$ cat src/design/dbc_pkg.sv
// Shared constants and types of the board control register bank
package dbc_pkg;
    // Register indices; byte address is four times
    localparam logic [5:0] IDX_CAL = 6'h0B;
    localparam logic [5:0] IDX_IRQ = 6'h0C;
    localparam logic [5:0] IDX_DLO = 6'h10;
    localparam logic [5:0] IDX_DHI = 6'h11;
    localparam logic [5:0] IDX_CTR = 6'h14;
    localparam logic [5:0] IDX_DRST = 6'h19;
    localparam logic [5:0] IDX_SCAN = 6'h1A;
    localparam logic [5:0] IDX_ACQ = 6'h1E;
    localparam logic [5:0] IDX_OVS = 6'h1F;
    localparam logic [5:0] IDX_STAT = 6'h20;
    localparam logic [5:0] IDX_SRC = 6'h21;
    // Field positions
    localparam int CAL_DATA_BIT = 7;
    localparam int CAL_CLK_BIT = 0;
    localparam int IRQ_EOS_BIT = 0;
    localparam int IRQ_DFH_BIT = 4;
    localparam int SCAN_EN_BIT = 4;
    localparam int ACQ_EN_BIT = 6;
    // Calibration frame: address then value bits
    localparam logic [3:0] CAL_ADDR_BITS = 4'h2;
    localparam logic [3:0] CAL_VAL_BITS = 4'h8;
    localparam logic [3:0] CAL_FRAME_BITS = CAL_ADDR_BITS + CAL_VAL_BITS;
    // Oversampling codes and samples per channel
    localparam logic [1:0] OVS_1X = 2'h1;
    localparam logic [1:0] OVS_2X = 2'h3;
    localparam logic [1:0] OVS_8X = 2'h0;
    localparam logic [1:0] OVS_16X = 2'h2;
    localparam logic [1:0] OVS_RST = OVS_1X;
    localparam logic [4:0] SPC_1 = 5'h01;
    localparam logic [4:0] SPC_2 = 5'h02;
    localparam logic [4:0] SPC_8 = 5'h08;
    localparam logic [4:0] SPC_16 = 5'h10;
    // Reset values
    localparam logic [15:0] CTR_DIV_RST = 16'h0000;
    localparam logic [7:0] POT_RST = 8'h80;
    // Clock rates in MHz; ratio sets tick rate
    localparam int SYS_CLK_MHZ = 25;
    localparam int CTR_CLK_MHZ = 10;
    localparam logic [4:0] TICK_STEP = 5'(CTR_CLK_MHZ);
    localparam logic [4:0] TICK_MOD = 5'(SYS_CLK_MHZ);
    // Bus responses
    localparam logic [1:0] RESP_OKAY = 2'h0;
    localparam logic [1:0] RESP_DECERR = 2'h3;
    // Scan start source
    typedef enum logic [1:0] {SRC_TIMED, SRC_DELAYED, SRC_EXTERNAL} dbc_src_t;
endpackage

$ cat src/design/dbc_regs.sv
// Register bank and control logic of the data-acquisition board
// Overview of operation
// [RULE1] Cal port: one bit per write, bit 7 data, bit 0 clock.
// [RULE2] Two address bits pick the pot: offset, gain, out 0, out 1.
// [RULE3] Each pot holds an 8-bit wiper value, 0 to 255.
// [RULE4] Host sends 2 address bits, 8 value bits MSB first, then 00.
// [RULE5] Host loads calibration once per power-on.
// [RULE6] IRQ select: 0x01 end-of-scan, 0x10 FIFO half, 0x00 none.
// [RULE7] Host enables one interrupt source at most.
// [RULE8] FIFO half event when FIFO reaches half.
// [RULE9] End-of-scan event after the last channel converts.
// [RULE10] Full FIFO pauses storing until a read clears full.
// [RULE11] Input group reads back its pin levels.
// [RULE12] Writing a group makes it output, driving the value.
// [RULE13] Output group reads back the last written value.
// [RULE14] Any direction reset write makes all lines inputs.
// [RULE15] Counter 0 divides 10 MHz by n, 1 < n < 65536.
// [RULE16] Host sets counters 1, 2 to 2.5 us per channel.
// [RULE17] Scan modes run only with scan and acquire enables set.
// [RULE18] Host programs counters 1, 2 before either enable.
// [RULE19] Delayed mode sets acquire enable when trigger goes low.
// [RULE20] Host clears both enables when leaving a scan mode.
// [RULE21] Oversampling picks 1, 2, 8 or 16 samples per channel.
// [RULE22] No oversampling for software or burst conversions.
// [RULE23] Don't-care bits of write-only registers change nothing.
//
// The AXI4-Lite interface to the registers was chosen for this implementation.
module dbc_regs
    import dbc_pkg::*;
#(
    parameter int FIFO_DEPTH = 2048,
    parameter int LW = $clog2(FIFO_DEPTH) + 1
)
(
    // Clock and reset
    input wire logic CLK_SYS,
    input wire logic NRST,
    // AXI4-Lite write channels
    input wire logic [7:0] S_AXI_AWADDR,
    input wire logic S_AXI_AWVALID,
    output logic S_AXI_AWREADY,
    input wire logic [31:0] S_AXI_WDATA,
    input wire logic [3:0] S_AXI_WSTRB,
    input wire logic S_AXI_WVALID,
    output logic S_AXI_WREADY,
    output logic [1:0] S_AXI_BRESP,
    output logic S_AXI_BVALID,
    input wire logic S_AXI_BREADY,
    // AXI4-Lite read channels
    input wire logic [7:0] S_AXI_ARADDR,
    input wire logic S_AXI_ARVALID,
    output logic S_AXI_ARREADY,
    output logic [31:0] S_AXI_RDATA,
    output logic [1:0] S_AXI_RRESP,
    output logic S_AXI_RVALID,
    input wire logic S_AXI_RREADY,
    // Digital lines, zero is line 0 and fifteen is line 15
    input wire logic [15:0] DIGITAL_LINE_IN,
    output logic [15:0] DIGITAL_LINE_OUT,
    output logic [15:0] DIGITAL_LINE_OE_N,
    // Calibration potentiometers
    output logic CAL_SERIAL_CLOCK,
    output logic CAL_SERIAL_DATA,
    output logic [7:0] POT_ADC_OFFSET,
    output logic [7:0] POT_ADC_GAIN,
    output logic [7:0] POT_OUT0_GAIN,
    output logic [7:0] POT_OUT1_GAIN,
    // Counter 0 output
    output logic CTR0_OUT,
    // Converter and FIFO status from same-clock logic
    input wire logic [LW-1:0] FIFO_LEVEL,
    input wire logic CONV_DONE,
    input wire logic LAST_CHAN,
    input wire logic SOFT_OR_BURST,
    // Delayed external trigger pin, active low
    input wire logic DLY_TRIG_N,
    // Scan control and events
    output logic SCAN_ARMED,
    output logic [1:0] SCAN_SOURCE,
    output logic [4:0] SAMPLES_PER_CHAN,
    output logic STORE_PAUSE,
    output logic FIFO_HALF_IRQ,
    output logic SCAN_DONE_IRQ
);
    localparam logic [LW-1:0] FIFO_FULL_LVL = LW'(FIFO_DEPTH);
    localparam logic [LW-1:0] FIFO_HALF_LVL = LW'(FIFO_DEPTH / 2);

    typedef struct packed {
        // Bus slave
        logic awready;
        logic wready;
        logic arready;
        logic aw_full;
        logic [5:0] aw_idx;
        logic w_full;
        logic [31:0] w_data;
        logic [3:0] w_strb;
        logic bvalid;
        logic [1:0] bresp;
        logic rvalid;
        logic [1:0] rresp;
        logic [31:0] rdata;
        // Calibration write strobe
        logic cal_wr;
        logic [7:0] cal_data;
        // Control registers
        logic eos_en;
        logic dfh_en;
        logic [15:0] dio_val;
        logic [1:0] dio_drv;
        logic [15:0] ctr_div;
        logic scan_en;
        logic acq_en;
        dbc_src_t scan_src;
        logic [1:0] ovs;
        // Pin synchronisers and filtered levels
        logic [15:0] dio_s1;
        logic [15:0] dio_s2;
        logic [15:0] dio_s3;
        logic [15:0] dio_lvl;
        logic trg_s1;
        logic trg_s2;
        logic trg_s3;
        logic trg_lvl;
        // Events and outputs
        logic half_prev;
        logic half_irq;
        logic eos_irq;
        logic pause;
        logic armed;
        logic [4:0] spc;
        logic [4:0] tick_acc;
        logic tick;
        logic [15:0] dio_out;
        logic [15:0] dio_oe_n;
    } dbc_state_t;

    dbc_state_t q_r;
    dbc_state_t q_nxt;
    logic cal_busy;

    // Oversampling code to samples per channel
    function automatic logic [4:0] ovs_samples(input logic [1:0] code);
        logic [4:0] n;
        n = SPC_1;
        unique case (code)
            OVS_1X: n = SPC_1;
            OVS_2X: n = SPC_2;
            OVS_8X: n = SPC_8;
            OVS_16X: n = SPC_16;
        endcase
        return n;
    endfunction

    // Read view of one digital group
    function automatic logic [7:0] dio_read(input logic drv, input logic [7:0] val,
                                           input logic [7:0] pins);
        return drv ? val : pins; // [RULE11] [RULE13]
    endfunction

    // Index decoded by this bank
    function automatic logic idx_mapped(input logic [5:0] idx);
        return idx inside {IDX_CAL, IDX_IRQ, IDX_DLO, IDX_DHI, IDX_CTR, IDX_DRST,
                           IDX_SCAN, IDX_ACQ, IDX_OVS, IDX_STAT, IDX_SRC};
    endfunction

    // All next-state logic
    always_comb
    begin
        logic wr_go;
        logic rd_go;
        logic [7:0] wb;
        logic trg_fall;
        logic half_now;
        logic [5:0] ridx;
        wr_go = 1'b0;
        rd_go = 1'b0;
        wb = 8'h00;
        trg_fall = 1'b0;
        half_now = 1'b0;
        ridx = 6'h00;
        q_nxt = q_r;
        q_nxt.cal_wr = 1'b0;
        q_nxt.half_irq = 1'b0;
        q_nxt.eos_irq = 1'b0;

        // AW and W taken in either order
        if (q_r.awready && S_AXI_AWVALID)
        begin
            q_nxt.aw_full = 1'b1;
            q_nxt.aw_idx = S_AXI_AWADDR[7:2];
        end
        if (q_r.wready && S_AXI_WVALID)
        begin
            q_nxt.w_full = 1'b1;
            q_nxt.w_data = S_AXI_WDATA;
            q_nxt.w_strb = S_AXI_WSTRB;
        end
        if (q_r.bvalid && S_AXI_BREADY)
            q_nxt.bvalid = 1'b0;

        // Write runs once both are held
        if (q_r.aw_full && q_r.w_full && !q_r.bvalid)
        begin
            wr_go = 1'b1;
            q_nxt.aw_full = 1'b0;
            q_nxt.w_full = 1'b0;
            q_nxt.bvalid = 1'b1;
            q_nxt.bresp = idx_mapped(q_r.aw_idx) ? RESP_OKAY : RESP_DECERR;
        end
        wb = q_r.w_data[7:0];

        // Byte regs need lane 0; dir reset takes any write
        if (wr_go && q_r.w_strb[0])
        begin
            unique case (q_r.aw_idx)
                IDX_CAL:
                begin
                    q_nxt.cal_wr = 1'b1; // [RULE1]
                    q_nxt.cal_data = wb;
                end
                IDX_IRQ:
                begin
                    // Only bits 0 and 4 matter
                    q_nxt.eos_en = wb[IRQ_EOS_BIT]; // [RULE6] [RULE23]
                    q_nxt.dfh_en = wb[IRQ_DFH_BIT]; // [RULE6] [RULE23]
                end
                IDX_DLO:
                begin
                    q_nxt.dio_val[7:0] = wb; // [RULE12]
                    q_nxt.dio_drv[0] = 1'b1; // [RULE12]
                end
                IDX_DHI:
                begin
                    q_nxt.dio_val[15:8] = wb; // [RULE12]
                    q_nxt.dio_drv[1] = 1'b1; // [RULE12]
                end
                IDX_CTR: q_nxt.ctr_div[7:0] = wb;
                IDX_SCAN: q_nxt.scan_en = wb[SCAN_EN_BIT]; // [RULE17] [RULE23]
                IDX_ACQ: q_nxt.acq_en = wb[ACQ_EN_BIT]; // [RULE17] [RULE23]
                IDX_OVS: q_nxt.ovs = wb[1:0]; // [RULE21] [RULE23]
                IDX_SRC:
                begin
                    // Code 3 leaves source unchanged
                    if (wb[1:0] != 2'h3)
                        q_nxt.scan_src = dbc_src_t'(wb[1:0]);
                end
                default:
                begin
                end
            endcase
        end
        if (wr_go && q_r.w_strb[1] && q_r.aw_idx == IDX_CTR)
            q_nxt.ctr_div[15:8] = q_r.w_data[15:8]; // [RULE15]
        if (wr_go && q_r.aw_idx == IDX_DRST)
            q_nxt.dio_drv = 2'b00; // [RULE14]

        // One read at a time, answered next cycle
        if (q_r.rvalid && S_AXI_RREADY)
            q_nxt.rvalid = 1'b0;
        if (q_r.arready && S_AXI_ARVALID)
        begin
            rd_go = 1'b1;
            ridx = S_AXI_ARADDR[7:2];
        end
        if (rd_go)
        begin
            q_nxt.rvalid = 1'b1;
            q_nxt.rresp = idx_mapped(ridx) ? RESP_OKAY : RESP_DECERR;
            q_nxt.rdata = 32'h0000_0000;
            unique case (ridx)
                IDX_DLO: q_nxt.rdata[7:0] = dio_read(q_r.dio_drv[0], q_r.dio_val[7:0],
                                                     q_r.dio_lvl[7:0]);
                IDX_DHI: q_nxt.rdata[7:0] = dio_read(q_r.dio_drv[1], q_r.dio_val[15:8],
                                                     q_r.dio_lvl[15:8]);
                IDX_CTR: q_nxt.rdata[15:0] = q_r.ctr_div;
                IDX_SRC: q_nxt.rdata[1:0] = q_r.scan_src;
                IDX_STAT: q_nxt.rdata[7:0] = {cal_busy, q_r.pause, q_r.acq_en,
                                              q_r.scan_en, q_r.dio_drv,
                                              q_r.dfh_en, q_r.eos_en};
                default:
                begin
                end
            endcase
        end

        // Three-stage sync; level counts when 2 and 3 agree
        q_nxt.dio_s1 = DIGITAL_LINE_IN;
        q_nxt.dio_s2 = q_r.dio_s1;
        q_nxt.dio_s3 = q_r.dio_s2;
        for (int i = 0; i < 16; i++)
        begin
            if (q_r.dio_s2[i] == q_r.dio_s3[i])
                q_nxt.dio_lvl[i] = q_r.dio_s3[i];
        end
        q_nxt.trg_s1 = DLY_TRIG_N;
        q_nxt.trg_s2 = q_r.trg_s1;
        q_nxt.trg_s3 = q_r.trg_s2;
        if (q_r.trg_s2 == q_r.trg_s3)
        begin
            q_nxt.trg_lvl = q_r.trg_s3;
            trg_fall = q_r.trg_lvl && !q_r.trg_s3;
        end

        // Hardware set beats host clear
        if (trg_fall && q_r.scan_src == SRC_DELAYED && q_nxt.scan_en)
            q_nxt.acq_en = 1'b1; // [RULE19]

        // FIFO events and store pause
        half_now = (FIFO_LEVEL >= FIFO_HALF_LVL);
        q_nxt.half_prev = half_now;
        q_nxt.half_irq = q_r.dfh_en && half_now && !q_r.half_prev; // [RULE8] [RULE6]
        q_nxt.eos_irq = q_r.eos_en && CONV_DONE && LAST_CHAN; // [RULE9] [RULE6]
        // Level-driven: a read below full resumes storing
        q_nxt.pause = (FIFO_LEVEL >= FIFO_FULL_LVL); // [RULE10]

        // Scan control outputs
        q_nxt.armed = q_nxt.scan_en && q_nxt.acq_en; // [RULE17]
        q_nxt.spc = SOFT_OR_BURST ? SPC_1 : ovs_samples(q_nxt.ovs); // [RULE21] [RULE22]

        // 10 ticks per 25 clocks, uneven but never lost
        if (q_r.tick_acc + TICK_STEP >= TICK_MOD)
        begin
            q_nxt.tick_acc = q_r.tick_acc + TICK_STEP - TICK_MOD;
            q_nxt.tick = 1'b1;
        end
        else
        begin
            q_nxt.tick_acc = q_r.tick_acc + TICK_STEP;
            q_nxt.tick = 1'b0;
        end

        // Pin drivers, enable low
        q_nxt.dio_out = q_nxt.dio_val; // [RULE12]
        q_nxt.dio_oe_n = ~{{8{q_nxt.dio_drv[1]}}, {8{q_nxt.dio_drv[0]}}}; // [RULE12] [RULE14]

        // Registered readies
        q_nxt.awready = !q_nxt.aw_full && !q_nxt.bvalid;
        q_nxt.wready = !q_nxt.w_full && !q_nxt.bvalid;
        q_nxt.arready = !q_nxt.rvalid;
    end

    // State register
    always_ff @(posedge CLK_SYS or negedge NRST)
    begin
        if (!NRST)
        begin
            q_r <= '0;
            q_r.ovs <= OVS_RST;
            q_r.spc <= SPC_1;
            q_r.ctr_div <= CTR_DIV_RST;
            q_r.scan_src <= SRC_TIMED;
            q_r.dio_oe_n <= 16'hFFFF;
            q_r.trg_s1 <= 1'b1;
            q_r.trg_s2 <= 1'b1;
            q_r.trg_s3 <= 1'b1;
            q_r.trg_lvl <= 1'b1;
            q_r.awready <= 1'b1;
            q_r.wready <= 1'b1;
            q_r.arready <= 1'b1;
        end
        else
            q_r <= q_nxt;
    end

    // Calibration loader
    logic [3:0][7:0] pots;
    dbc_cal_loader u_cal (
        .clk(CLK_SYS),
        .nrst(NRST),
        .wr_stb(q_r.cal_wr),
        .wr_data(q_r.cal_data),
        .cal_serial_clock(CAL_SERIAL_CLOCK),
        .cal_serial_data(CAL_SERIAL_DATA),
        .busy(cal_busy),
        .pots(pots)
    );

    // Counter 0 generator
    dbc_freq_gen #(.W(16)) u_ctr0 (
        .clk(CLK_SYS),
        .nrst(NRST),
        .tick(q_r.tick),
        .divisor(q_r.ctr_div),
        .wave(CTR0_OUT)
    );

    // Outputs straight from state
    assign POT_ADC_OFFSET = pots[0];
    assign POT_ADC_GAIN = pots[1];
    assign POT_OUT0_GAIN = pots[2];
    assign POT_OUT1_GAIN = pots[3];
    assign S_AXI_AWREADY = q_r.awready;
    assign S_AXI_WREADY = q_r.wready;
    assign S_AXI_ARREADY = q_r.arready;
    assign S_AXI_BVALID = q_r.bvalid;
    assign S_AXI_BRESP = q_r.bresp;
    assign S_AXI_RVALID = q_r.rvalid;
    assign S_AXI_RRESP = q_r.rresp;
    assign S_AXI_RDATA = q_r.rdata;
    assign DIGITAL_LINE_OUT = q_r.dio_out;
    assign DIGITAL_LINE_OE_N = q_r.dio_oe_n;
    assign SCAN_ARMED = q_r.armed;
    assign SCAN_SOURCE = q_r.scan_src;
    assign SAMPLES_PER_CHAN = q_r.spc;
    assign STORE_PAUSE = q_r.pause;
    assign FIFO_HALF_IRQ = q_r.half_irq;
    assign SCAN_DONE_IRQ = q_r.eos_irq;
endmodule

$ cat src/design/dbc_cal_loader.sv
// Bit-serial loader for the four calibration potentiometers
module dbc_cal_loader
    import dbc_pkg::*;
(
    // Clock and reset
    input wire logic clk,
    input wire logic nrst,
    // Write strobe from the register bank
    input wire logic wr_stb,
    input wire logic [7:0] wr_data,
    // Serial lines and pot state
    output logic cal_serial_clock,
    output logic cal_serial_data,
    output logic busy,
    output logic [3:0][7:0] pots
);
    typedef struct packed {
        logic sclk;
        logic sdat;
        logic [3:0] cnt;
        logic [9:0] sh;
        logic [3:0][7:0] pot;
    } dbc_cal_t;

    dbc_cal_t q_r;
    dbc_cal_t q_nxt;

    // Clock-high write shifts, clock-low write ends frame
    always_comb
    begin
        q_nxt = q_r;
        if (wr_stb)
        begin
            q_nxt.sclk = wr_data[CAL_CLK_BIT]; // [RULE1]
            q_nxt.sdat = wr_data[CAL_DATA_BIT]; // [RULE1]
            if (wr_data[CAL_CLK_BIT])
            begin
                // Extra bits past a full frame are dropped
                if (q_r.cnt < CAL_FRAME_BITS)
                begin
                    q_nxt.sh = {q_r.sh[8:0], wr_data[CAL_DATA_BIT]}; // [RULE1]
                    q_nxt.cnt = q_r.cnt + 4'h1;
                end
            end
            else
            begin
                // Short frames are dropped
                if (q_r.cnt == CAL_FRAME_BITS)
                    q_nxt.pot[q_r.sh[9:8]] = q_r.sh[7:0]; // [RULE2] [RULE3]
                q_nxt.cnt = 4'h0;
            end
        end
    end

    always_ff @(posedge clk or negedge nrst)
    begin
        if (!nrst)
            q_r <= '{sclk: 1'b0, sdat: 1'b0, cnt: 4'h0, sh: 10'h000,
                     pot: {4{POT_RST}}};
        else
            q_r <= q_nxt;
    end

    assign cal_serial_clock = q_r.sclk;
    assign cal_serial_data = q_r.sdat;
    assign busy = (q_r.cnt != 4'h0);
    assign pots = q_r.pot;
endmodule

$ cat src/design/dbc_freq_gen.sv
// Counter 0 frequency generator: divides the counter tick by n
module dbc_freq_gen
    import dbc_pkg::*;
#(
    parameter int W = 16
)
(
    // Clock and reset
    input wire logic clk,
    input wire logic nrst,
    // Counter clock enable and divisor
    input wire logic tick,
    input wire logic [W-1:0] divisor,
    // Divided output
    output logic wave
);
    typedef struct packed {
        logic [W-1:0] cnt;
        logic wave;
    } dbc_fg_t;

    dbc_fg_t q_r;
    dbc_fg_t q_nxt;

    // Period of n ticks; n below 2 holds low
    always_comb
    begin
        q_nxt = q_r;
        if (divisor < W'(2))
        begin
            q_nxt.cnt = '0;
            q_nxt.wave = 1'b0;
        end
        else if (tick)
        begin
            q_nxt.cnt = (q_r.cnt == '0) ? divisor - W'(1) : q_r.cnt - W'(1); // [RULE15]
            q_nxt.wave = (q_nxt.cnt >= (divisor >> 1)); // [RULE15]
        end
    end

    always_ff @(posedge clk or negedge nrst)
    begin
        if (!nrst)
            q_r <= '{cnt: '0, wave: 1'b0};
        else
            q_r <= q_nxt;
    end

    assign wave = q_r.wave;
endmodule

$ cat config.mk
export PLATFORM = sky130hd
export DESIGN_NAME = dbc_regs
export DESIGN_NICKNAME = d
export VERILOG_FILES = /design/src/design/dbc_pkg.sv /design/src/design/dbc_regs.sv /design/src/design/dbc_cal_loader.sv /design/src/design/dbc_freq_gen.sv
export SDC_FILE = /design/constraint.sdc
export NUM_CORES = 1
export LEC_CHECK = 0
export CORE_ASPECT_RATIO = 1.75
export CORE_MARGIN = 1.5
export CORE_UTILIZATION = 60
export CTS_CLUSTER_DIAMETER = 200
export DETAILED_ROUTE_END_ITERATION = 7
export DONT_BUFFER_PORTS = 1
export GPL_TIMING_DRIVEN = 0
export PLACE_DENSITY = 0.88
export REMOVE_ABC_BUFFERS = 1
export SLEW_MARGIN = 20
export SYNTH_ARGS = -nofsm -noshare
export SYNTH_HDL_FRONTEND = slang
export SYNTH_HIERARCHICAL = 1
export SYNTH_SLANG_ARGS = --single-unit
export TNS_END_PERCENT = 30
$ cat constraint.sdc
create_clock -name CLK_SYS -period 7.2 [get_ports CLK_SYS]
set_input_delay 1.44 -clock CLK_SYS [delete_from_list [all_inputs] [get_ports CLK_SYS]]
set_output_delay 1.44 -clock CLK_SYS [all_outputs]
set_load 0.005 [all_outputs]
After elaboration in Yosys (flattened, before gate mapping)
Index checks and enable logic that the tools add are counted.
W data, S select, Z words.
{"block": "word_totals", "output_inout_bits": 119, "elab_cells": 218, "input_bits": 91, "regBits": 285}
{"block": "op_classes", "n_lt_le_gt_ge": 8, "n_addsub": 5, "n_reduce_logical": 44, "muxes": 45, "n_bitwise": 2, "n_eq_ne": 46}
{"op": "$eq A6 B5 Y1 const B", "count": 14}
{"op": "$mux W8", "count": 6}
{"op": "$mux W37", "count": 1}
{"op": "$mux W35", "count": 1}
{"op": "$mux W17", "count": 2}
{"op": "$bwmux W32", "count": 1}
{"op": "$sub A16 B1 Y16 const B", "count": 2}
{"op": "$mux W29", "count": 1}
{"op": "$eq A6 B4 Y1 const B", "count": 4}
{"op": "$eq A6 B6 Y1 const B", "count": 4}
{"op": "$pmux W6 S4", "count": 1}
{"op": "$logic_and A1 B1 Y1", "count": 22}
{"op": "$reduce_bool A11 Y1", "count": 2}
{"op": "$pmux W5 S4", "count": 1}
{"op": "$mux W6", "count": 3}
{"op": "$eq A1 B1 Y1", "count": 17}
{"op": "$demux W8 S2", "count": 1}
{"op": "$ge A16 B15 Y1", "count": 1}
{"op": "$logic_not A16 Y1", "count": 1}
{"op": "$lt A16 B2 Y1 const B", "count": 1}
{"op": "$mux W16", "count": 1}
{"op": "$not A16 Y16", "count": 1}
{"op": "$mux W14", "count": 1}
{"op": "$mux W2", "count": 7}
{"op": "28 further kinds", "count": 54}

Longest topological paths before layout
Gate-level depths: netlist (run 1).
{"block": "logic_depth", "ltp_word": 8, "depth_mapped": 17, "ltp_nobuf": 15}

Modules after synthesis
Netlist (run 1), hierarchy kept.
{"mod": "dbc_regs", "area_per_inst_um2": 7522.2, "n_inst": 1, "cells_each": 553, "seq_area_each_um2": 4643.2}
{"mod": "dbc_cal_loader", "area_per_inst_um2": 2232.1, "n_inst": 1, "cells_each": 157, "seq_area_each_um2": 1206.2}
{"mod": "dbc_freq_gen", "area_per_inst_um2": 1845.5, "n_inst": 1, "cells_each": 233, "seq_area_each_um2": 425.4}

Least setup slack after synthesis (run 1)
Ideal clock, no wire load.
{"block": "synth_path", "path_type": "register -> register", "from": "register u_ctr0/q_r[11] (netlist name)", "to": "register u_ctr0.q_r (netlist bit u_ctr0/wave)", "setup_time_ps": 131, "path_slack_ps": 3269, "path_stages_with_launch": 18, "synth_period_minus_slack_ps": 3931, "t_required_ps": 7069, "n_path_buf": 2, "arrival_time_ps": 3800, "path_cell_list": "dfrtp_1 -> or3_1 -> buf_2 -> nor4_4 -> and2_4 -> buf_4 -> a21oi_1 -> ha_1 -> nand2_1 -> a31oi_1 -> xnor2_1 -> ha_1 -> a21o_1 -> a2111oi_0 -> o21ai_0 -> a221o_1 -> nand4_1 -> a31oi_1"}
{"block": "synth_between", "elab_chain_cells": 5, "word_cells_on_any_way": 6, "cone_classes": "1 x add/sub; 1 x order compare; 3 x mux; 1 x reduce/logical"}
{"element": "from (decl)", "line": "dbc_freq_gen.sv:22", "source": "dbc_fg_t q_r;"}
{"element": "from (signal assigned)", "line": "dbc_freq_gen.sv:44", "source": "q_r <= '{cnt: '0, wave: 1'b0};"}
{"element": "from (signal assigned)", "line": "dbc_freq_gen.sv:46", "source": "q_r <= q_nxt;"}
{"element": "$sub A16 B1 Y16 / $logic_not A16 Y1 (equally long branches)", "line": "dbc_freq_gen.sv:36", "source": "q_nxt.cnt = (q_r.cnt == '0) ? divisor - W'(1) : q_r.cnt - W'(1);"}
{"element": "$mux W16 (*)", "line": "dbc_freq_gen.sv:36"}
{"element": "$ge A16 B15 Y1 (*)", "line": "dbc_freq_gen.sv:37", "source": "q_nxt.wave = (q_nxt.cnt >= (divisor >> 1));"}
{"element": "$mux W17 (*)", "line": "dbc_freq_gen.sv:34", "source": "else if (tick)"}
{"element": "$mux W17 (*)", "line": "dbc_freq_gen.sv:29", "source": "if (divisor < W'(2))"}
Mark *: on every way between the ends. The rest lies on a longest branch, timed or not. The select of a mux whose other input is x is not followed.
A chain may end at the register's enable or synchronous reset.

Final worst setup path (run 1)
{"block": "layout_path", "from": "register u_ctr0/q_r[7] (netlist name)", "to": "register u_ctr0.q_r (netlist bit u_ctr0/wave)"}
Same word-level chain as after synthesis.

==> results of run 1 <==
[metrics by stage]
step / std cells / util (%) / power, mW / cell area (µm²) / hold slack (ns)
detailed placement: 1055 / 58.2 / 3.11 / 10800 / 0.335
floorplan: 816 / - / 2.73 / 10500 / 0.331
finish: 1091 / 61.9 / 4.26 / 11500 / 0.347
global route: 1091 / 61.9 / 4.46 / 11500 / 0.353
global placement: 1054 / 58.2 / 3.03 / 10800 / 0.333
CTS: 1090 / 61.9 / 4.23 / 11500 / 0.349
[power breakdown]
part	total, mW	internal [mW]	leakage, nW	switching [mW]
logic	1.18	0.506	1.79	0.679
registers	1.95	1.62	3.09	0.335
clock network	1.13	0.637	0.335	0.490
total	4.26	2.76	5.22	1.50
[worst max-delay path, delay by kind of cell, from the launching register on]
kind | cells | cell delay, ns
flops | 1 | 0.45
compound gates | 7 | 1.43
xor+xnor | 1 | 0.33
fa+ha+maj | 2 | 0.59
simple gates | 5 | 1.74
[worst max path at each step]
stage | from | endpoint | slack (ns) | cells after the start
2_1_floorplan | u_ctr0/q_r[2] | u_ctr0/wave | 2.87 | 14
3_3_place_gp | u_ctr0/q_r[2] | u_ctr0/wave | 1.95 | 14
3_5_place_dp | u_ctr0/q_r[7] | u_ctr0/wave | 2.65 | 15
4_1_cts | u_ctr0/q_r[7] | u_ctr0/wave | 2.65 | 15
5_1_grt | u_ctr0/q_r[7] | u_ctr0/wave | 2.23 | 15
6_report | u_ctr0/q_r[7] | u_ctr0/wave | 2.55 | 15
[per-layer routing]
metal / share of wire, % / vias up
li1: - / 3006
met1: 36 / 3429
met2: 53 / 281
met3: 7.6 / 65
met4: 3.6 / 0
met5: 0 / -
[layout make-up]
cell class | count | share of cell area (%)
diodes | 1 | 0.0218
clock buffers | 31 | 5.43
clock inverters | 4 | 0.490
inverters | 34 | 1.11
multi-input cells | 538 | 37.1
flip-flops and latches | 244 | 53.2
well taps | 238 | 2.59
repair buffers | 1 | 0.0435
[registers in the layout (all words and copies together), names as in the netlist, 2 cells and up]
| register | count |
|---|---|
| q_r | 94 |
| q_nxt | 34 |
| u_cal/pots | 32 |
| DIGITAL_LINE_OUT | 16 |
| S_AXI_RDATA | 16 |
| u_ctr0/q_r | 16 |
| u_cal/q_r | 14 |
| SAMPLES_PER_CHAN | 4 |
| DIGITAL_LINE_OE_N | 2 |
| SCAN_SOURCE | 2 |
==> results.toml, run 1 <==
[timing]
tns_ns = 0
worst_slack_ns = 2.55
worst_pin_slew_ns = 1.11
rsz0062_at_grt = "false"
drv_slew = 0
hold_violations = 0
finalCriticalPeriod_ns = 4.65
maxSlewHeadroom_pct = 25.8
finalClockSkew_ns = 0.0228
setup_viol = 0
fmax_mhz = 215
timing.final.crit_share_pct = 64.5

[clock_network]
cts-root-buf = "clkbuf_16"
post_cts_resized = 0
htreeDepth = 1
cts_buffer_depth = 3
cts_hold_buf = 0
cts_tree = "built"
clkTransAtPathRegs_ns = 0.07
clkLatencyLatePin_ns = 0.52
numCtsBuffers = 22
cts_sinks = 244
postCtsSetupBuffers = 0

[min_path]
whs_endpoint = "q_nxt[70]"
min_path_type = "flip-flop to flip-flop"
whs_path_depth = 0
min-delay-start = "q_nxt[86]"

[power_and_ir_drop]
power.density_nw_per_um2 = 371
p_leak_nw = 5.22
ir_worst_vdd_uv = 262

[finish]
drive_gt1_share_pct = 22.9
multi_input_area_um2 = 4260
final-seq-area_um2 = 6120
final_nets = 955
final_cell_mix = "229 x dfrtp_1, 108 x mux2_2, 49 x nand2_1"
fill_cells = 1400
layout_commonest_cell = "dfrtp_1"
syn2layout_area_growth_pct = 1.06

[placement]
dp_hpwl_mm = 16.6
pre_cts_ws_ns = 2.65
globalplace.congestion = 0.921
numPortBuffers = 0

[grt]
grt_pass1_wl_mm = 36.6
grt-busiest-layer = "met2"
overflow = 0
grt_max_degree = 245
track_usage_pct = 23.8
gr-usage-met3_pct = 6.37
grt_pass1_vias = 6947
use_met1_pct = 25.6
grt_antenna_before_repair = 1
grt_util_met2_pct = 43.1

[worst_setup_path]
max_stage_delay_ns = 0.68
crit_slowest_cell = "nor4_4"
crit_arrival_ns = 5.04
r2r-end = "u_ctr0/wave"
endpoint_kind = "flip-flop"
path_cells = "or3_1 -> nor4_4 -> and2_4 -> a21oi_1 -> ha_1 -> nand2_1 -> a31oi_1 -> xnor2_1 -> ha_1 -> a21o_1 -> a2111oi_0 -> o21ai_0 -> a221o_1 -> nand4_1 -> a31oi_1"
cp-start-kind = "flip-flop"
criticalPathCategory = "flip-flop to flip-flop"
critical_path_required_ns = 7.59
r2r-start = "u_ctr0/q_r[7]"
rr_worst_depth = 15
crit_path_max_fanout = 22
rrSetupSlack_ns = 2.55

[run_status]
status = "finished clean"

[floorplan]
rows = 66
die_x_um = 107
fp.dieH_um = 185
start_util_pct = 61.3
core_area_um2 = 18600
die_area_um2 = 19800
io_pins = 210

[routing]
drtAntennaViolNets = 0
drtPass1Iterations = 5
drt_first_iter_violations = 518
routedWlPerCell_um = 21.8
viasPerCell = 6.22
drcViolationCount = 0
vias = 6781
wirelength_mm = 23.8

[logic_synthesis]
yosys_warnings = 6
syn-cell-area_um2 = 11400
syn_avg_cell_area_um2 = 12.2
synth_cells = 931

[flow_run]
drv_cap = 0
No activity file was read; power rests on OpenSTA's default activity.
==> inputs of run 2 (changes only) <==
Settings changed: ABC_AREA set to 1.
Clock period 7.2 ns to 4.84 ns, I/O delays scaled along.
==> results.toml, run 2 <==
[power_and_ir_drop]
combPwrFrac_pct = 29.8
ir_worst_vdd_uv = 454
p_int_mw = 4.04
switching_power_mw = 2.34
power.density_nw_per_um2 = 547
p_seq_share_pct = 42.3
p_sw_share_pct = 36.7
pwr-share-clk_pct = 27.9
power_mw = 6.39
p_leak_nw = 5.89

[timing]
timing.final.crit_share_pct = 74.7
hold_violations = 0
holdWs_ns = 0.165
finalClockSkew_ns = 0.00956
worst_pin_slew_ns = 0.996
worst_slack_ns = 1.23
setup_viol = 0
tns_ns = 0
maxSlewHeadroom_pct = 33.2
drv_slew = 0
finalCriticalPeriod_ns = 3.61
fmax_mhz = 277
rsz0062_at_grt = "false"

[clock_network]
cts_buffer_depth = 3
clkTransAtPathRegs_ns = 0.07
postCtsSetupBuffers = 0
clkLatencyLatePin_ns = 0.50
numCtsBuffers = 21
htreeDepth = 1
cts-root-buf = "clkbuf_16"
post_cts_resized = 0
cts_sinks = 244
cts_tree = "built"
cts_hold_buf = 0

[grt]
use_met1_pct = 26.7
track_usage_pct = 25.3
grt-busiest-layer = "met2"
grt_antenna_before_repair = 0
overflow = 0
grt_util_met2_pct = 46.2
grt_pass1_vias = 8212
grt_pass1_wl_mm = 40.2
grt_max_degree = 245
gr-usage-met3_pct = 4.79

[finish]
final_nets = 1291
layout_commonest_cell = "nand2_1"
regMostFlops = "q_r"
drive_gt1_share_pct = 10.2
final_cell_mix = "342 x nand2_1, 229 x dfrtp_1, 122 x inv_1"
diodes = 0
final-seq-area_um2 = 6120
fill_cells = 1496
syn2layout_area_growth_pct = 1.02
design_area_um2 = 11700
multi_input_area_um2 = 4020
largest_reg_flops = 94

[placement]
pre_cts_ws_ns = 1.38
dp_hpwl_mm = 17.5
globalplace.congestion = 0.928
dpl-instance-area_um2 = 10900
numPortBuffers = 0

[worst_setup_path]
critical_path_required_ns = 5.23
worst_path_most_repeated_cell = "nand2_1"
crit_arrival_ns = 4.01
crit_path_max_fanout = 14
crit_slowest_cell = "dfrtp_1"
criticalPathCategory = "flip-flop to flip-flop"
cp-start-kind = "flip-flop"
endpoint_kind = "flip-flop"
max_stage_delay_ns = 0.42
rr_worst_depth = 27

[routing]
wirelength_mm = 25.0
drt_first_iter_violations = 574
viasPerCell = 5.60
drtPass1Iterations = 5
routedWlPerCell_um = 17.5
vias = 8016
drtAntennaViolNets = 0
drcViolationCount = 0

[run_status]
status = "finished clean"

[logic_synthesis]
syn_avg_cell_area_um2 = 9.08
yosys_warnings = 6
syn-cell-area_um2 = 11600
synth_cells = 1272

[floorplan]
start_util_pct = 60.7
core_area_um2 = 19000
die_x_um = 108
fp.dieH_um = 187
die_area_um2 = 20100
io_pins = 210
rows = 67

[min_path]
min_path_type = "input port to async pin"

[flow_run]
drv_cap = 0
==> run 2: changes by cell type in the layout (fill, tap and decap cells not counted), moves of 28 or more <==
| cell | change |
|---|---|
| nand2_1 | +293 |
| mux2_2 | -99 |
| nand3_1 | +97 |
| inv_1 | +88 |
| o21ai_0 | +42 |
| nor2_1 | +28 |
==> run 2: critical path: cells and delay by family, from the launching register on <==
family / cells / cell delay (ns)
XOR/XNOR: 1 / 0.20
adder cells (fa/ha/maj): 2 / 0.50
buffers and inverters: 3 / 0.20
flip-flops: 1 / 0.42
AND/OR/NAND/NOR: 21 / 2.19
==> run 2: per-layer routing <==
layer	wire length, µm	vias to the layer above	part of all wire [%]
met1	8680	3881	35
li1	-	3721	-
met5	0	-	0
met4	1460	0	5.8
met3	1600	98	6.4
met2	13300	316	53
==> run 2: through the flow <==
step / std cells / utilization [%]
6_report: 1431 / 61.3
5_1_grt: 1431 / 61.3
4_1_cts: 1431 / 61.3
3_5_place_dp: 1395 / 57.5
3_3_place_gp: 1395 / 57.5
2_1_floorplan: 1154 / -
==> run 2: power groups by stage <==
stage | clock (mW) | combinational [mW] | sequential [mW]
global route | 1.88 | 2.15 | 2.74
finish | 1.78 | 1.91 | 2.70
detailed placement | 0 | 1.84 | 2.73
global placement | 0 | 1.79 | 2.71
CTS | 1.80 | 1.88 | 2.70
floorplan | 0 | 1.41 | 2.62
==> run 2: final cells by class <==
type                    count  area share, %
clock buffers              26           4.83
clock inverters            10           1.39
well taps                 241           2.58
inverters                 132           4.24
multi-input cells         778           34.5
flip-flops and latches    244           52.5
==> run 2: worst paths after layout <==
path                                      from              to  slack [ns]
worst max-delay path            u_ctr0/q_r[12]     u_ctr0/wave        1.23
worst min-delay path                      NRST    S_AXI_RVALID        0.17
worst max register to register  u_ctr0/q_r[12]     u_ctr0/wave        1.23
worst min register to register       q_nxt[89]       q_nxt[73]        0.34
max in group asynchronous                 NRST  u_cal/pots[10]        4.08
min in group CLK_SYS                 q_nxt[89]       q_nxt[73]        0.34
==> inputs of run 3 (changes only) <==
Clock period 4.84 ns to 3.4 ns, I/O delays scaled along.
==> results.toml, run 3 (synthesized netlist as in run 2, its figures left out) <==
[timing]
maxSlewHeadroom_pct = 32.7
hold_violations = 229
rsz0062_at_grt = "false"
worst_pin_slew_ns = 1.00
holdWs_ns = -0.139
fmax_mhz = 316
finalClockSkew_ns = 0.00907
setup_viol = 0
timing.final.crit_share_pct = 93.2
finalCriticalPeriod_ns = 3.17
worst_slack_ns = 0.232
drv_slew = 0

[floorplan]
die_x_um = 108
fp.dieH_um = 187
rows = 67
io_pins = 210
core_area_um2 = 19000
start_util_pct = 60.7
die_area_um2 = 20100

[worst_setup_path]
max_stage_delay_ns = 0.42
cp-start-kind = "flip-flop"
cp_top_family = "simple AND/OR/NAND/NOR gates"
worst_path_most_repeated_cell = "nand2_1"
endpoint_kind = "flip-flop"
crit_path_max_fanout = 13
criticalPathCategory = "flip-flop to flip-flop"
crit_arrival_ns = 3.57
worst-path-buf-inv = 4
critical_path_required_ns = 3.80
rrSetupSlack_ns = 0.23
crit_slowest_cell = "dfrtp_1"
path_cells = "nor2_1 -> nand2_1 -> nor2_4 -> buf_4 -> nand3b_4 -> nand2_4 -> ha_1 -> inv_1 -> nor2_2 -> xor2_1 -> inv_1 -> ha_1 -> nand2_1 -> inv_1 -> nand2_1 -> nand2_1 -> nand2_1 -> nand2_1 -> nand2_1 -> nand2_1 -> nand2_1 -> nand2_1 -> nand2_1 -> nand2_1"

[finish]
largest_reg_flops = 94
final_cell_mix = "341 x nand2_1, 229 x dfrtp_1, 122 x inv_1"
drive_gt1_share_pct = 10.6
fill_cells = 1491
final_nets = 1294
design_area_um2 = 11700
diodes = 0
layout_commonest_cell = "nand2_1"
syn2layout_area_growth_pct = 1.26
regMostFlops = "q_r"
layout.cells.non_filler = 1434

[placement]
dp_hpwl_mm = 17.5
pre_cts_ws_ns = -0.0589
globalplace.congestion = 0.928
dpl-instance-area_um2 = 10900
dp_cells = 1395
numPortBuffers = 0

[routing]
routedWlPerCell_um = 17.6
drtAntennaViolNets = 0
drtPass1Iterations = 7
drcViolationCount = 0
viasPerCell = 5.64
drt_first_iter_violations = 543
vias = 8087
wirelength_mm = 25.2

[clock_network]
cts_tree = "built"
cts_sinks = 244
numCtsBuffers = 21
clkTransAtPathRegs_ns = 0.07
clkLatencyLatePin_ns = 0.51
htreeDepth = 1
cts-root-buf = "clkbuf_16"
cts_buffer_depth = 3

[min_path]
min_path_type = "input port to async pin"

[run_status]
violations = "negative hold slack"
status = "complete, but fails checks"

[grt]
grt_pass1_vias = 8223
grt_pass1_wl_mm = 40.4
track_usage_pct = 25.5
grt_antenna_before_repair = 0
overflow = 0
grt_max_degree = 245

[power_and_ir_drop]
power.density_nw_per_um2 = 783
power_mw = 9.16
ir_worst_vdd_uv = 648
p_leak_nw = 5.90

[flow_run]
drv_cap = 0
run 3: cell type report:
| type | instances | area [µm²] | share of cell area [%] |
|---|---|---|---|
| Multi-Input combinational cell | 778 | 4030 | 34.4 |
| Inverter | 132 | 495 | 4.23 |
| Timing Repair Buffer | 3 | 22.5 | 0.192 |
| Tap cell | 241 | 302 | 2.58 |
| Clock buffer | 26 | 564 | 4.82 |
| Clock inverter | 10 | 163 | 1.39 |
| Sequential cell | 244 | 6120 | 52.3 |
run 3: worst paths after layout:
kind	startpoint	end	cells past startpoint
min in group CLK_SYS	DLY_TRIG_N	q_nxt[50]	0
max	u_ctr0/q_r[12]	u_ctr0/wave	24
min	NRST	S_AXI_RVALID	0
min reg2reg	q_nxt[89]	q_nxt[73]	0
max reg2reg	u_ctr0/q_r[12]	u_ctr0/wave	24
max in group asynchronous	NRST	u_cal/pots[15]	0
run 3: what timing repair did:
item | in CTS | in global routing
gates resized for setup | 0 | 2
setup buffers | 3 | 0
endpoints found under the hold margin | 229 | 229
gates cloned | 0 | 0
pin swaps | 2 | 0
endpoints found under the setup margin | 1 | 1
run 3: per-stage QoR:
stage	utilization (%)	setup TNS, ns
floorplan	-	0
global placement	57.5	-0.0413
detailed placement	57.5	-0.0589
CTS	61.5	0
global route	61.5	0
finish	61.5	0
run 3: per-layer routing:
layer / part of all wire, % / up-vias / global-route usage (%)
met1: 35 / 3923 / 26.7
met5: 0 / - / 0
met4: 5.7 / 0 / 14.0
li1: - / 3730 / -
met2: 53 / 335 / 46.6
met3: 6.0 / 99 / 4.75
run 3: worst reg2reg max path, stage by stage, from the launching register on:
cell      delay [ns]
dfrtp_1         0.42
nor2_1          0.17
nand2_1         0.12
nor2_4          0.12
buf_4           0.24
nand3b_4        0.13
nand2_4         0.11
ha_1            0.19
inv_1           0.09
nor2_2          0.18
xor2_1          0.26
inv_1           0.08
ha_1            0.27
nand2_1         0.07
inv_1           0.03
nand2_1         0.06
nand2_1         0.06
nand2_1         0.07
nand2_1         0.07
nand2_1         0.06
nand2_1         0.05
nand2_1         0.05
nand2_1         0.05
nand2_1         0.05
nand2_1         0.05
run 3: report_power, final:
part,internal (mW),switching [mW],total (mW)
clock,1.49,1.05,2.54
combinational,0.910,1.87,2.78
sequential,3.39,0.458,3.84
